`src/shared/uoi_pkg.sv`:
```
// shared constants for the usb otg interrupt flag block
package uoi_pkg;
	// bus geometry
	localparam int ADDR_W = 16;
	localparam int IDX_W  = 12;
	// printed register offsets, used as word indices (byte address = 4 * index)
	localparam logic [IDX_W-1:0] OTG_STAT_IDX = 12'h600;
	localparam logic [IDX_W-1:0] OTG_EN_IDX   = 12'h602;
	localparam logic [IDX_W-1:0] BUS_STAT_IDX = 12'h60A;
	localparam logic [IDX_W-1:0] BUS_EN_IDX   = 12'h60C;
	localparam logic [IDX_W-1:0] ERR_EN_IDX   = 12'h60E;
	// otg status / enable bit positions
	localparam int OTG_A_VALID = 0;
	localparam int OTG_B_END   = 2;
	localparam int OTG_SESS    = 3;
	localparam int OTG_ACTV    = 4;
	localparam int OTG_LSTABLE = 5;
	localparam int OTG_MSEC    = 6;
	localparam int OTG_ID      = 7;
	localparam logic [7:0] OTG_IMPL = 8'hFD;
	// device-mode bus status bit positions
	localparam int BUS_RESET  = 0;
	localparam int BUS_ERR    = 1;
	localparam int BUS_SOF    = 2;
	localparam int BUS_TOKEN  = 3;
	localparam int BUS_IDLE   = 4;
	localparam int BUS_RESUME = 5;
	localparam int BUS_STALL  = 7;
	localparam logic [7:0] BUS_IMPL = 8'hBF;
	localparam logic [7:0] REG_RESET = 8'h00;
	// timing
	localparam int CLK_PERIOD_NS = 8;
	localparam int RESUME_NS     = 2500;
	localparam int BUS_RESET_NS  = 2500;
	localparam int IDLE_US       = 3000;
	localparam int LSTABLE_US    = 1000;
	localparam int MSEC_US       = 1000;
	localparam int RESUME_CYC    = (RESUME_NS + CLK_PERIOD_NS - 1) / CLK_PERIOD_NS;
	localparam int BUS_RESET_CYC = (BUS_RESET_NS + CLK_PERIOD_NS - 1) / CLK_PERIOD_NS;
	localparam int IDLE_CYC      = (IDLE_US * 1000 + CLK_PERIOD_NS - 1) / CLK_PERIOD_NS;
	localparam int LSTABLE_CYC   = (LSTABLE_US * 1000 + CLK_PERIOD_NS - 1) / CLK_PERIOD_NS;
	localparam int MSEC_CYC      = (MSEC_US * 1000) / CLK_PERIOD_NS;
endpackage

```
`src/hw/uoi_flags.sv`:
```
// usb otg / device interrupt flags, enables and apb register slave
`timescale 1ns/1ns
// Contract
// [RULE1] set b-session-end flag when vbus crosses b session end either way
// [RULE2] set a-supply-valid flag when vbus crosses the a vbus valid threshold
// [RULE3] otg enable register: each one bit enables its otg status interrupt
// [RULE4] flags are sticky; a written one clears exactly that flag
// [RULE5] software must not clear flags with read-modify-write operations
// [RULE6] set stall flag when a stall handshake has been sent
// [RULE7] set resume flag after k-state held 2.5 us; k depends on speed
// [RULE8] set idle flag after a constant idle state of 3 ms
// [RULE9] set token flag when token processing completes
// [RULE10] clearing token flag advances the transfer status fifo
// [RULE11] set frame-start flag on sof token or host sof threshold
// [RULE12] error flag set only by errors enabled in error enable register
// [RULE13] bus reset flag after 2.5 us reset; rearms after reset ends
// [RULE14] line-stable flag after 1 ms stable state differing from the last
// [RULE15] only the low byte of each register exists; upper bits read zero
// [RULE16] interrupt request while any flag and its enable are both set
module uoi_flags
	import uoi_pkg::*;
#(
	parameter int IDLE_CYCLES    = IDLE_CYC,
	parameter int LSTABLE_CYCLES = LSTABLE_CYC,
	parameter int MSEC_CYCLES    = MSEC_CYC
) (
	input  wire logic              pclk,
	input  wire logic              presetn,
	input  wire logic              psel,
	input  wire logic              penable,
	input  wire logic              pwrite,
	input  wire logic [ADDR_W-1:0] paddr,
	input  wire logic [31:0]       pwdata,
	output logic      [31:0]       prdata,
	output logic                   pready,
	output logic                   pslverr,
	input  wire logic              vbus_b_sess_end_in,
	input  wire logic              vbus_a_valid_in,
	input  wire logic              sess_valid_in,
	input  wire logic              id_in,
	input  wire logic              dp_in,
	input  wire logic              dm_in,
	input  wire logic              low_speed,
	input  wire logic              stall_sent,
	input  wire logic              token_done,
	input  wire logic              frame_start,
	input  wire logic [7:0]        err_events,
	output logic                   fifo_advance,
	output logic                   irq
);
	// synchronised pins: {dm, dp, id, sess, a_valid, b_end}
	logic [5:0] pin_lvl, pin_chg;
	uoi_sync #(.WIDTH(6)) u_sync (
		.pclk     (pclk),
		.presetn  (presetn),
		.async_in ({dm_in, dp_in, id_in, sess_valid_in, vbus_a_valid_in,
			vbus_b_sess_end_in}),
		.level    (pin_lvl),
		.change   (pin_chg)
	);

	logic dp_s, dm_s;
	assign dp_s = pin_lvl[4];
	assign dm_s = pin_lvl[5];

	// line decode: k is d+ high at low speed, d- high at full speed
	logic se0, k_state, j_state;
	assign se0     = !dp_s && !dm_s;
	assign k_state = low_speed ? (dp_s && !dm_s) : (dm_s && !dp_s); // RULE7
	assign j_state = low_speed ? (dm_s && !dp_s) : (dp_s && !dm_s);

	// duration detectors
	logic resume_hit, reset_hit, idle_hit, lstable_hit, msec_hit, msec_q;
	logic [1:0] line_now;
	logic [1:0] line_prev_q, line_last_q;
	assign line_now = {se0, j_state};

	uoi_hold_timer #(.CYCLES(RESUME_CYC)) u_resume (
		.pclk    (pclk),
		.presetn (presetn),
		.cond    (k_state),
		.hit     (resume_hit)
	);
	// fires once per reset, so the flag cannot re-arm until se0 ends
	uoi_hold_timer #(.CYCLES(BUS_RESET_CYC)) u_reset (
		.pclk    (pclk),
		.presetn (presetn),
		.cond    (se0),
		.hit     (reset_hit)
	);
	uoi_hold_timer #(.CYCLES(IDLE_CYCLES)) u_idle (
		.pclk    (pclk),
		.presetn (presetn),
		.cond    (j_state),
		.hit     (idle_hit)
	);
	uoi_hold_timer #(.CYCLES(LSTABLE_CYCLES)) u_lstable (
		.pclk    (pclk),
		.presetn (presetn),
		.cond    (line_now == line_prev_q),
		.hit     (lstable_hit)
	);
	// free-running tick: restarts the cycle after each hit
	uoi_hold_timer #(.CYCLES(MSEC_CYCLES)) u_msec (
		.pclk    (pclk),
		.presetn (presetn),
		.cond    (!msec_q),
		.hit     (msec_hit)
	);

	// line state history for the stable-change test
	always_ff @(posedge pclk or negedge presetn) begin
		if (!presetn) begin
			line_prev_q <= 2'h0;
			line_last_q <= 2'h0;
			msec_q      <= 1'b0;
		end else begin
			line_prev_q <= line_now;
			msec_q      <= msec_hit;
			if (lstable_hit) line_last_q <= line_now;
		end
	end

	// apb decode; slave always ready, so every transfer ends in one access cycle
	logic [IDX_W-1:0] idx;
	logic aligned, hit_otg_stat, hit_otg_en, hit_bus_stat, hit_bus_en, hit_err_en;
	logic mapped, access, wr;
	assign idx          = paddr[IDX_W+1:2];
	assign aligned      = (paddr[1:0] == 2'h0) && (paddr[ADDR_W-1:IDX_W+2] == '0);
	assign hit_otg_stat = aligned && (idx == OTG_STAT_IDX);
	assign hit_otg_en   = aligned && (idx == OTG_EN_IDX);
	assign hit_bus_stat = aligned && (idx == BUS_STAT_IDX);
	assign hit_bus_en   = aligned && (idx == BUS_EN_IDX);
	assign hit_err_en   = aligned && (idx == ERR_EN_IDX);
	assign mapped  = hit_otg_stat | hit_otg_en | hit_bus_stat | hit_bus_en | hit_err_en;
	assign access  = psel && penable;
	assign wr      = access && pwrite && mapped;
	assign pready  = 1'b1;
	assign pslverr = access && !mapped;

	// event vectors in register layout
	logic [7:0] otg_set, bus_set, otg_clr, bus_clr;
	logic [7:0] otg_stat_q, otg_en_q, bus_stat_q, bus_en_q, err_en_q;
	logic [7:0] otg_stat_d, bus_stat_d;
	logic       err_hit;
	assign err_hit = |(err_events & err_en_q); // RULE12

	always_comb begin
		otg_set              = 8'h00;
		otg_set[OTG_A_VALID] = pin_chg[1];                     // RULE2
		otg_set[OTG_B_END]   = pin_chg[0];                     // RULE1
		otg_set[OTG_SESS]    = pin_chg[2];
		otg_set[OTG_ACTV]    = |{pin_chg[5:4], pin_chg[2:0]};
		otg_set[OTG_LSTABLE] = lstable_hit && (line_now != line_last_q); // RULE14
		otg_set[OTG_MSEC]    = msec_hit;
		otg_set[OTG_ID]      = pin_chg[3];
		bus_set              = 8'h00;
		bus_set[BUS_RESET]   = reset_hit;                      // RULE13
		bus_set[BUS_ERR]     = err_hit;                        // RULE12
		bus_set[BUS_SOF]     = frame_start;                    // RULE11
		bus_set[BUS_TOKEN]   = token_done;                     // RULE9
		bus_set[BUS_IDLE]    = idle_hit;                       // RULE8
		bus_set[BUS_RESUME]  = resume_hit;                     // RULE7
		bus_set[BUS_STALL]   = stall_sent;                     // RULE6
	end

	// clear only the bits written with one; a same-cycle set beats the clear
	assign otg_clr    = (wr && hit_otg_stat) ? pwdata[7:0] : 8'h00; // RULE4
	assign bus_clr    = (wr && hit_bus_stat) ? pwdata[7:0] : 8'h00; // RULE4
	assign otg_stat_d = ((otg_stat_q & ~otg_clr) | otg_set) & OTG_IMPL;
	assign bus_stat_d = ((bus_stat_q & ~bus_clr) | bus_set) & BUS_IMPL;

	// status flags
	always_ff @(posedge pclk or negedge presetn) begin
		if (!presetn) begin
			otg_stat_q <= REG_RESET;
			bus_stat_q <= REG_RESET;
		end else begin
			otg_stat_q <= otg_stat_d; // RULE1 RULE2
			bus_stat_q <= bus_stat_d; // RULE6
		end
	end

	// software enables; only the low byte is stored
	always_ff @(posedge pclk or negedge presetn) begin
		if (!presetn) begin
			otg_en_q <= REG_RESET;
			bus_en_q <= REG_RESET;
			err_en_q <= REG_RESET;
		end else if (wr) begin
			if (hit_otg_en) otg_en_q <= pwdata[7:0] & OTG_IMPL; // RULE3 RULE15
			if (hit_bus_en) bus_en_q <= pwdata[7:0] & BUS_IMPL;
			if (hit_err_en) err_en_q <= pwdata[7:0];
		end
	end

	// fifo step when a set token flag is cleared by software
	logic fifo_adv_q;
	always_ff @(posedge pclk or negedge presetn) begin
		if (!presetn) begin
			fifo_adv_q <= 1'b0;
		end else begin
			fifo_adv_q <= bus_clr[BUS_TOKEN] && bus_stat_q[BUS_TOKEN]; // RULE10
		end
	end
	assign fifo_advance = fifo_adv_q;

	// one level interrupt; registered to keep the pin glitch free
	logic irq_q;
	logic irq_any;
	assign irq_any = |(otg_stat_q & otg_en_q) || |(bus_stat_q & bus_en_q); // RULE16
	always_ff @(posedge pclk or negedge presetn) begin
		if (!presetn) begin
			irq_q <= 1'b0;
		end else begin
			irq_q <= irq_any;
		end
	end
	assign irq = irq_q;

	// read mux; data captured in the setup cycle, upper bits read zero
	logic [7:0]  rd_sel;
	logic [31:0] prdata_q;
	assign rd_sel = hit_otg_stat ? otg_stat_q :
		hit_otg_en   ? otg_en_q :
		hit_bus_stat ? bus_stat_q :
		hit_bus_en   ? bus_en_q :
		hit_err_en   ? err_en_q : 8'h00;

	always_ff @(posedge pclk or negedge presetn) begin
		if (!presetn) begin
			prdata_q <= 32'h0000_0000;
		end else if (psel && !penable) begin
			prdata_q <= {24'h00_0000, rd_sel}; // RULE15
		end
	end
	assign prdata = prdata_q;
endmodule

```
`src/hw/uoi_hold_timer.sv`:
```
// pulses once when a condition has held for CYCLES consecutive clocks
`timescale 1ns/1ns
module uoi_hold_timer #(
	parameter int CYCLES = 16
) (
	input  wire logic pclk,
	input  wire logic presetn,
	input  wire logic cond,
	output logic      hit
);
	localparam int W = $clog2(CYCLES + 1);
	localparam logic [W-1:0] LAST = W'(CYCLES - 1);
	localparam logic [W-1:0] FULL = W'(CYCLES);
	logic [W-1:0] cnt_q;

	// saturate after the hit so one long hold gives a single pulse
	always_ff @(posedge pclk or negedge presetn) begin
		if (!presetn) begin
			cnt_q <= '0;
		end else if (!cond) begin
			cnt_q <= '0;
		end else if (cnt_q != FULL) begin
			cnt_q <= cnt_q + 1'b1;
		end
	end

	assign hit = cond && (cnt_q == LAST);
endmodule

```
`src/hw/uoi_sync.sv`:
```
// three-stage synchroniser with agreement filter and change pulse, per bit
`timescale 1ns/1ns
module uoi_sync #(
	parameter int WIDTH = 1
) (
	input  wire logic             pclk,
	input  wire logic             presetn,
	input  wire logic [WIDTH-1:0] async_in,
	output logic      [WIDTH-1:0] level,
	output logic      [WIDTH-1:0] change
);
	// the stages hold reset zeros, so until the pipe has filled the level is
	// loaded without a change pulse; a pin that idles high gives no false event
	logic [1:0] fill_q;
	always_ff @(posedge pclk or negedge presetn) begin
		if (!presetn) begin
			fill_q <= 2'h0;
		end else if (!(&fill_q)) begin
			fill_q <= fill_q + 2'h1;
		end
	end

	genvar i;
	generate
		for (i = 0; i < WIDTH; i++) begin : g_bit
			logic s1_q, s2_q, s3_q, lvl_q, chg_q;
			// s1 feeds only s2, so metastability never reaches logic
			always_ff @(posedge pclk or negedge presetn) begin
				if (!presetn) begin
					s1_q  <= 1'b0;
					s2_q  <= 1'b0;
					s3_q  <= 1'b0;
					lvl_q <= 1'b0;
					chg_q <= 1'b0;
				end else begin
					s1_q  <= async_in[i];
					s2_q  <= s1_q;
					s3_q  <= s2_q;
					if (!(&fill_q)) begin
						chg_q <= 1'b0;
						lvl_q <= s2_q; // preload the real pin level
					end else begin
						chg_q <= (s2_q == s3_q) && (s3_q != lvl_q);
						if (s2_q == s3_q) lvl_q <= s3_q; // change counts when stages agree
					end
				end
			end
			assign level[i]  = lvl_q;
			assign change[i] = chg_q;
		end
	endgenerate
endmodule

```
`config.mk`:
```
export PLATFORM = sky130hd
export DESIGN_NAME = uoi_flags
export DESIGN_NICKNAME = d
export VERILOG_FILES = /design/src/shared/uoi_pkg.sv /design/src/hw/uoi_flags.sv /design/src/hw/uoi_hold_timer.sv /design/src/hw/uoi_sync.sv
export SDC_FILE = /design/constraint.sdc
export NUM_CORES = 1
export LEC_CHECK = 0
export ABC_AREA = 1
export BUFFER_PORTS_ARGS = -buffer_cell sky130_fd_sc_hd__buf_4
export CAP_MARGIN = 0
export CORE_MARGIN = 2
export CORE_UTILIZATION = 58
export DETAILED_ROUTE_END_ITERATION = 10
export PLACE_DENSITY_LB_ADDON = 0.05
export SYNTH_ARGS = -nofsm -noshare
export SYNTH_HDL_FRONTEND = slang
export SYNTH_SLANG_ARGS = --single-unit
```
`constraint.sdc`:
```
create_clock -name pclk -period 2.27 [get_ports pclk]
set_clock_uncertainty 0.1 [all_clocks]
set_input_delay 0 -clock pclk [delete_from_list [all_inputs] [get_ports pclk]]
set_output_delay 0 -clock pclk [all_outputs]
set_load 0.005 [all_outputs]
```
==> flow_summary.ini <==
[run_status]
status = complete, no violations

[min_path]
hp-class = primary input to flip-flop

[timing]
fmax_mhz = 480
tns_ns = 0
slew_viol_final = 0
hold_ws_ns = 0.0341
post-route-period-util_pct = 91.8
tightest_slew_ns = 0.575
hold_violations = 0
relSlewSlack_pct = 61.6
period_needed_ns = 2.08
rsz0062_at_grt = no
setup_viol = 0

[floorplan]
initial_utilization_pct = 59.2
dieArea_mm2 = 0.0144
core_area_mm2 = 0.0132
pin_count = 107
rows = 42
die_x_um = 120
die_h_um = 120

[drt]
final_antenna_net_count = 0
via_per_inst = 5.19
vias = 6477
drt_pass1_iterations = 7
drc = 0
wire_per_inst_um = 13.3
initialDrtViolationCount = 505
routed_wl_mm = 16.6

[power]
peakVddDrop_v = 0.000607
power_mw = 6.18
p_comb_share_pct = 8.6
power.leakage_nw = 4.36
p_clk_share_pct = 44.7
power_density_mw_per_mm2 = 660
p_int_mw = 4.61
p_sw_mw = 1.57
sw_frac_of_total_pct = 25.4
power_frac_seq_pct = 46.7

[setup_path]
worst_path_most_repeated_cell = nand2_1
worstSetupPathType = primary input to flip-flop
cp_num_buf_inv = 4
critPathLaunchType = primary input
crit_arrival_ns = 2.29
cp_max_fo = 8
crit_path_end_kind = flip-flop
cp_slowest_stage_delay_ns = 0.54
required_ns = 2.47
critPathSlowestCell = dlygate4sd3_1
crit_chain = dlygate4sd3_1 > buf_4 > nor2_2 > nand2_1 > nor2_4 > nand2_1 > nand2_1 > nor2_1 > nand2_4 > buf_12 > nand4_1 > nand2_1 > nand2_1 > dlygate4sd3_1
critPathTopFamily = buffers and inverters

[layout]
final_common_cell = nand2_1
areaGrowthSynthToFinish_pct = 19.7
insertedDiodeCount = 0
finalNetCount = 1143
final_cell_mix = nand2_1, dfrtp_1, nor2_1
instances_no_fill = 1248
drive_gt1_share_pct = 14.8

[synth]
synth.distinct_cells = 44
avgSynthCellArea_um2 = 8.23
syn_area_mm2 = 0.00781
synth_ff_type = dfrtp_1
synth_seq_area_share_pct = 49.3
synth_edf_count = 0
ys_warn_count = 0
syn_inst = 949
synth.ff_latch_count = 154
async_flop_share_pct = 100

[clock_tree]
cts-htree-levels = 4
cts_buffer_depth = 2
clk_latency_ns = 0.42
clock-sinks = 154
clk_pin_slew_ns = 0.06
cts_root_buffer = clkbuf_16
cts_buffers = 17
cts_tree = done

[global_routing]
grt_max_degree = 61
grt_overflow = 0
grt_pass1_vias = 6172
antenna_found_initial = 0
grtUsageTotal_pct = 24.6
grt_pass1_wl_mm = 28.2

[place]
io_buffers = 57
dp_cells = 1178
gp_congestion = 0.918
dp_hpwl_mm = 11.9

[flow_run]
maxCapViolations = 0
==> state kept, by name (all words and copies together), names as in the netlist <==
signal              flops
u_idle.cnt_q           19
u_lstable.cnt_q        17
u_msec.cnt_q           17
u_reset.cnt_q           9
u_resume.cnt_q          9
err_en_q                8
prdata                  8
bus_en_q                7
bus_stat_q              7
otg_en_q                7
otg_stat_q              7
u_sync.g_bit.chg_q      6
u_sync.g_bit.lvl_q      6
u_sync.g_bit.s1_q       6
u_sync.g_bit.s2_q       6
u_sync.g_bit.s3_q       6
line_last_q             2
line_prev_q             2
u_sync.fill_q           2
fifo_advance            1
irq                     1
msec_q                  1
==> synth_stat cells, types with 2 or more instances <==
library cell,number,share of area [%]
nand3_1,56,3.6
nor2_2,2,0.16
ha_1,13,2.1
nor4_1,3,0.24
o21ai_0,48,3.1
nand4_1,36,2.9
conb_1,2,0.096
dfrtp_1,154,49
inv_2,5,0.24
xor2_1,10,1.1
nand2_2,11,0.88
buf_6,3,0.43
buf_2,2,0.13
nand2_1,205,9.8
clkbuf_1,5,0.24
nand3_4,2,0.45
nor2_1,114,5.5
nor3_2,5,0.64
xnor2_1,4,0.45
or2_2,2,0.16
o21ai_2,16,1.8
o31ai_1,4,0.38
nor3_1,30,1.9
a22o_1,2,0.22
a21oi_1,50,3.2
o21ai_1,8,0.51
buf_4,26,2.5
inv_1,105,5.0
a221oi_1,2,0.22
a31oi_1,2,0.16
a211oi_1,6,0.58
nor2_4,2,0.29
and3_1,3,0.24
==> what timing repair did <==
action                                  in CTS  in global routing
gates resized for setup                      0                  2
hold buffers                                31                  0
setup buffers                                0                  7
endpoints found under the setup margin       0                  4
endpoints found under the hold margin      214                  0
==> logic make-up (layout without fill, tap and decap cells) <==
kind of cell | after synthesis | after routing | synth area share, %
buffers and inverters | 147 | 247 | 8.63
xor gates and xnor gates | 14 | 14 | 1.57
adders and majority gates | 13 | 13 | 2.08
other | 2 | 25 | 0.0961
AOI/OAI and AO/OA | 142 | 142 | 10.7
and+or+nand+nor | 477 | 477 | 27.6
DFF | 154 | 154 | 49.3
==> tightest hold or removal path: stages <==
cell and delay [ns]:
buf_4 0.12, nand2_1 0.12, nor3_4 0.09, nand4_1 0.09, nand2_1 0.05, nand2_1 0.05
==> power groups by stage <==
stage	Sequential [mW]	Clock [mW]	Combinational, mW
2_1_floorplan	2.93	0	0.294
3_3_place_gp	2.93	0	0.489
3_5_place_dp	2.94	0	0.497
4_1_cts	2.89	2.80	0.536
5_1_grt	2.90	2.92	0.603
6_report	2.89	2.76	0.531
==> final timing paths <==
| path | slack, ns | depth (start not counted) | startpoint | endpoint |
|---|---|---|---|---|
| max in group asynchronous | 1.04 | 4 | presetn | u_resume.cnt_q[7] |
| min in group asynchronous | 0.44 | 3 | presetn | err_en_q[0] |
| min reg2reg | 0.25 | 0 | u_sync.g_bit[5].s1_q | u_sync.g_bit[5].s2_q |
| max | 0.19 | 14 | paddr[2] | bus_stat_q[5] |
| max reg2reg | 0.20 | 6 | err_en_q[2] | bus_stat_q[1] |
| min | 0.03 | 6 | paddr[5] | bus_stat_q[1] |
==> per-stage QoR <==
step / worst slack, ns / util (%) / instance area (um2)
6_report: 0.186 / 70.9 / 9350
5_1_grt: 0.0151 / 70.9 / 9350
4_1_cts: 0.0364 / 70.4 / 9280
3_5_place_dp: 0.430 / 63.5 / 8380
3_3_place_gp: 0.434 / 63.5 / 8380
2_1_floorplan: 0.664 / - / 7900
==> final cells by class <==
type                    instances  area, um2
repair buffers                105        905
well taps                     176        220
fillers                      1099       3840
inverters                     110        413
multi-input cells             671       3380
flip-flops and latches        154       3850
clock inverters                14        141
clock buffers                  18        439
==> per-layer routing <==
layer | routed length [um] | vias up | GRT usage [%] | share of wire (%)
met1 | 7640 | 2989 | 32.4 | 46
met5 | 0 | - | 0 | 0
met2 | 7860 | 172 | 40.3 | 47
li1 | - | 3290 | - | -
met3 | 849 | 26 | 5.37 | 5.1
met4 | 282 | 0 | 8.90 | 1.7
No activity file was read; power rests on OpenSTA's default activity.
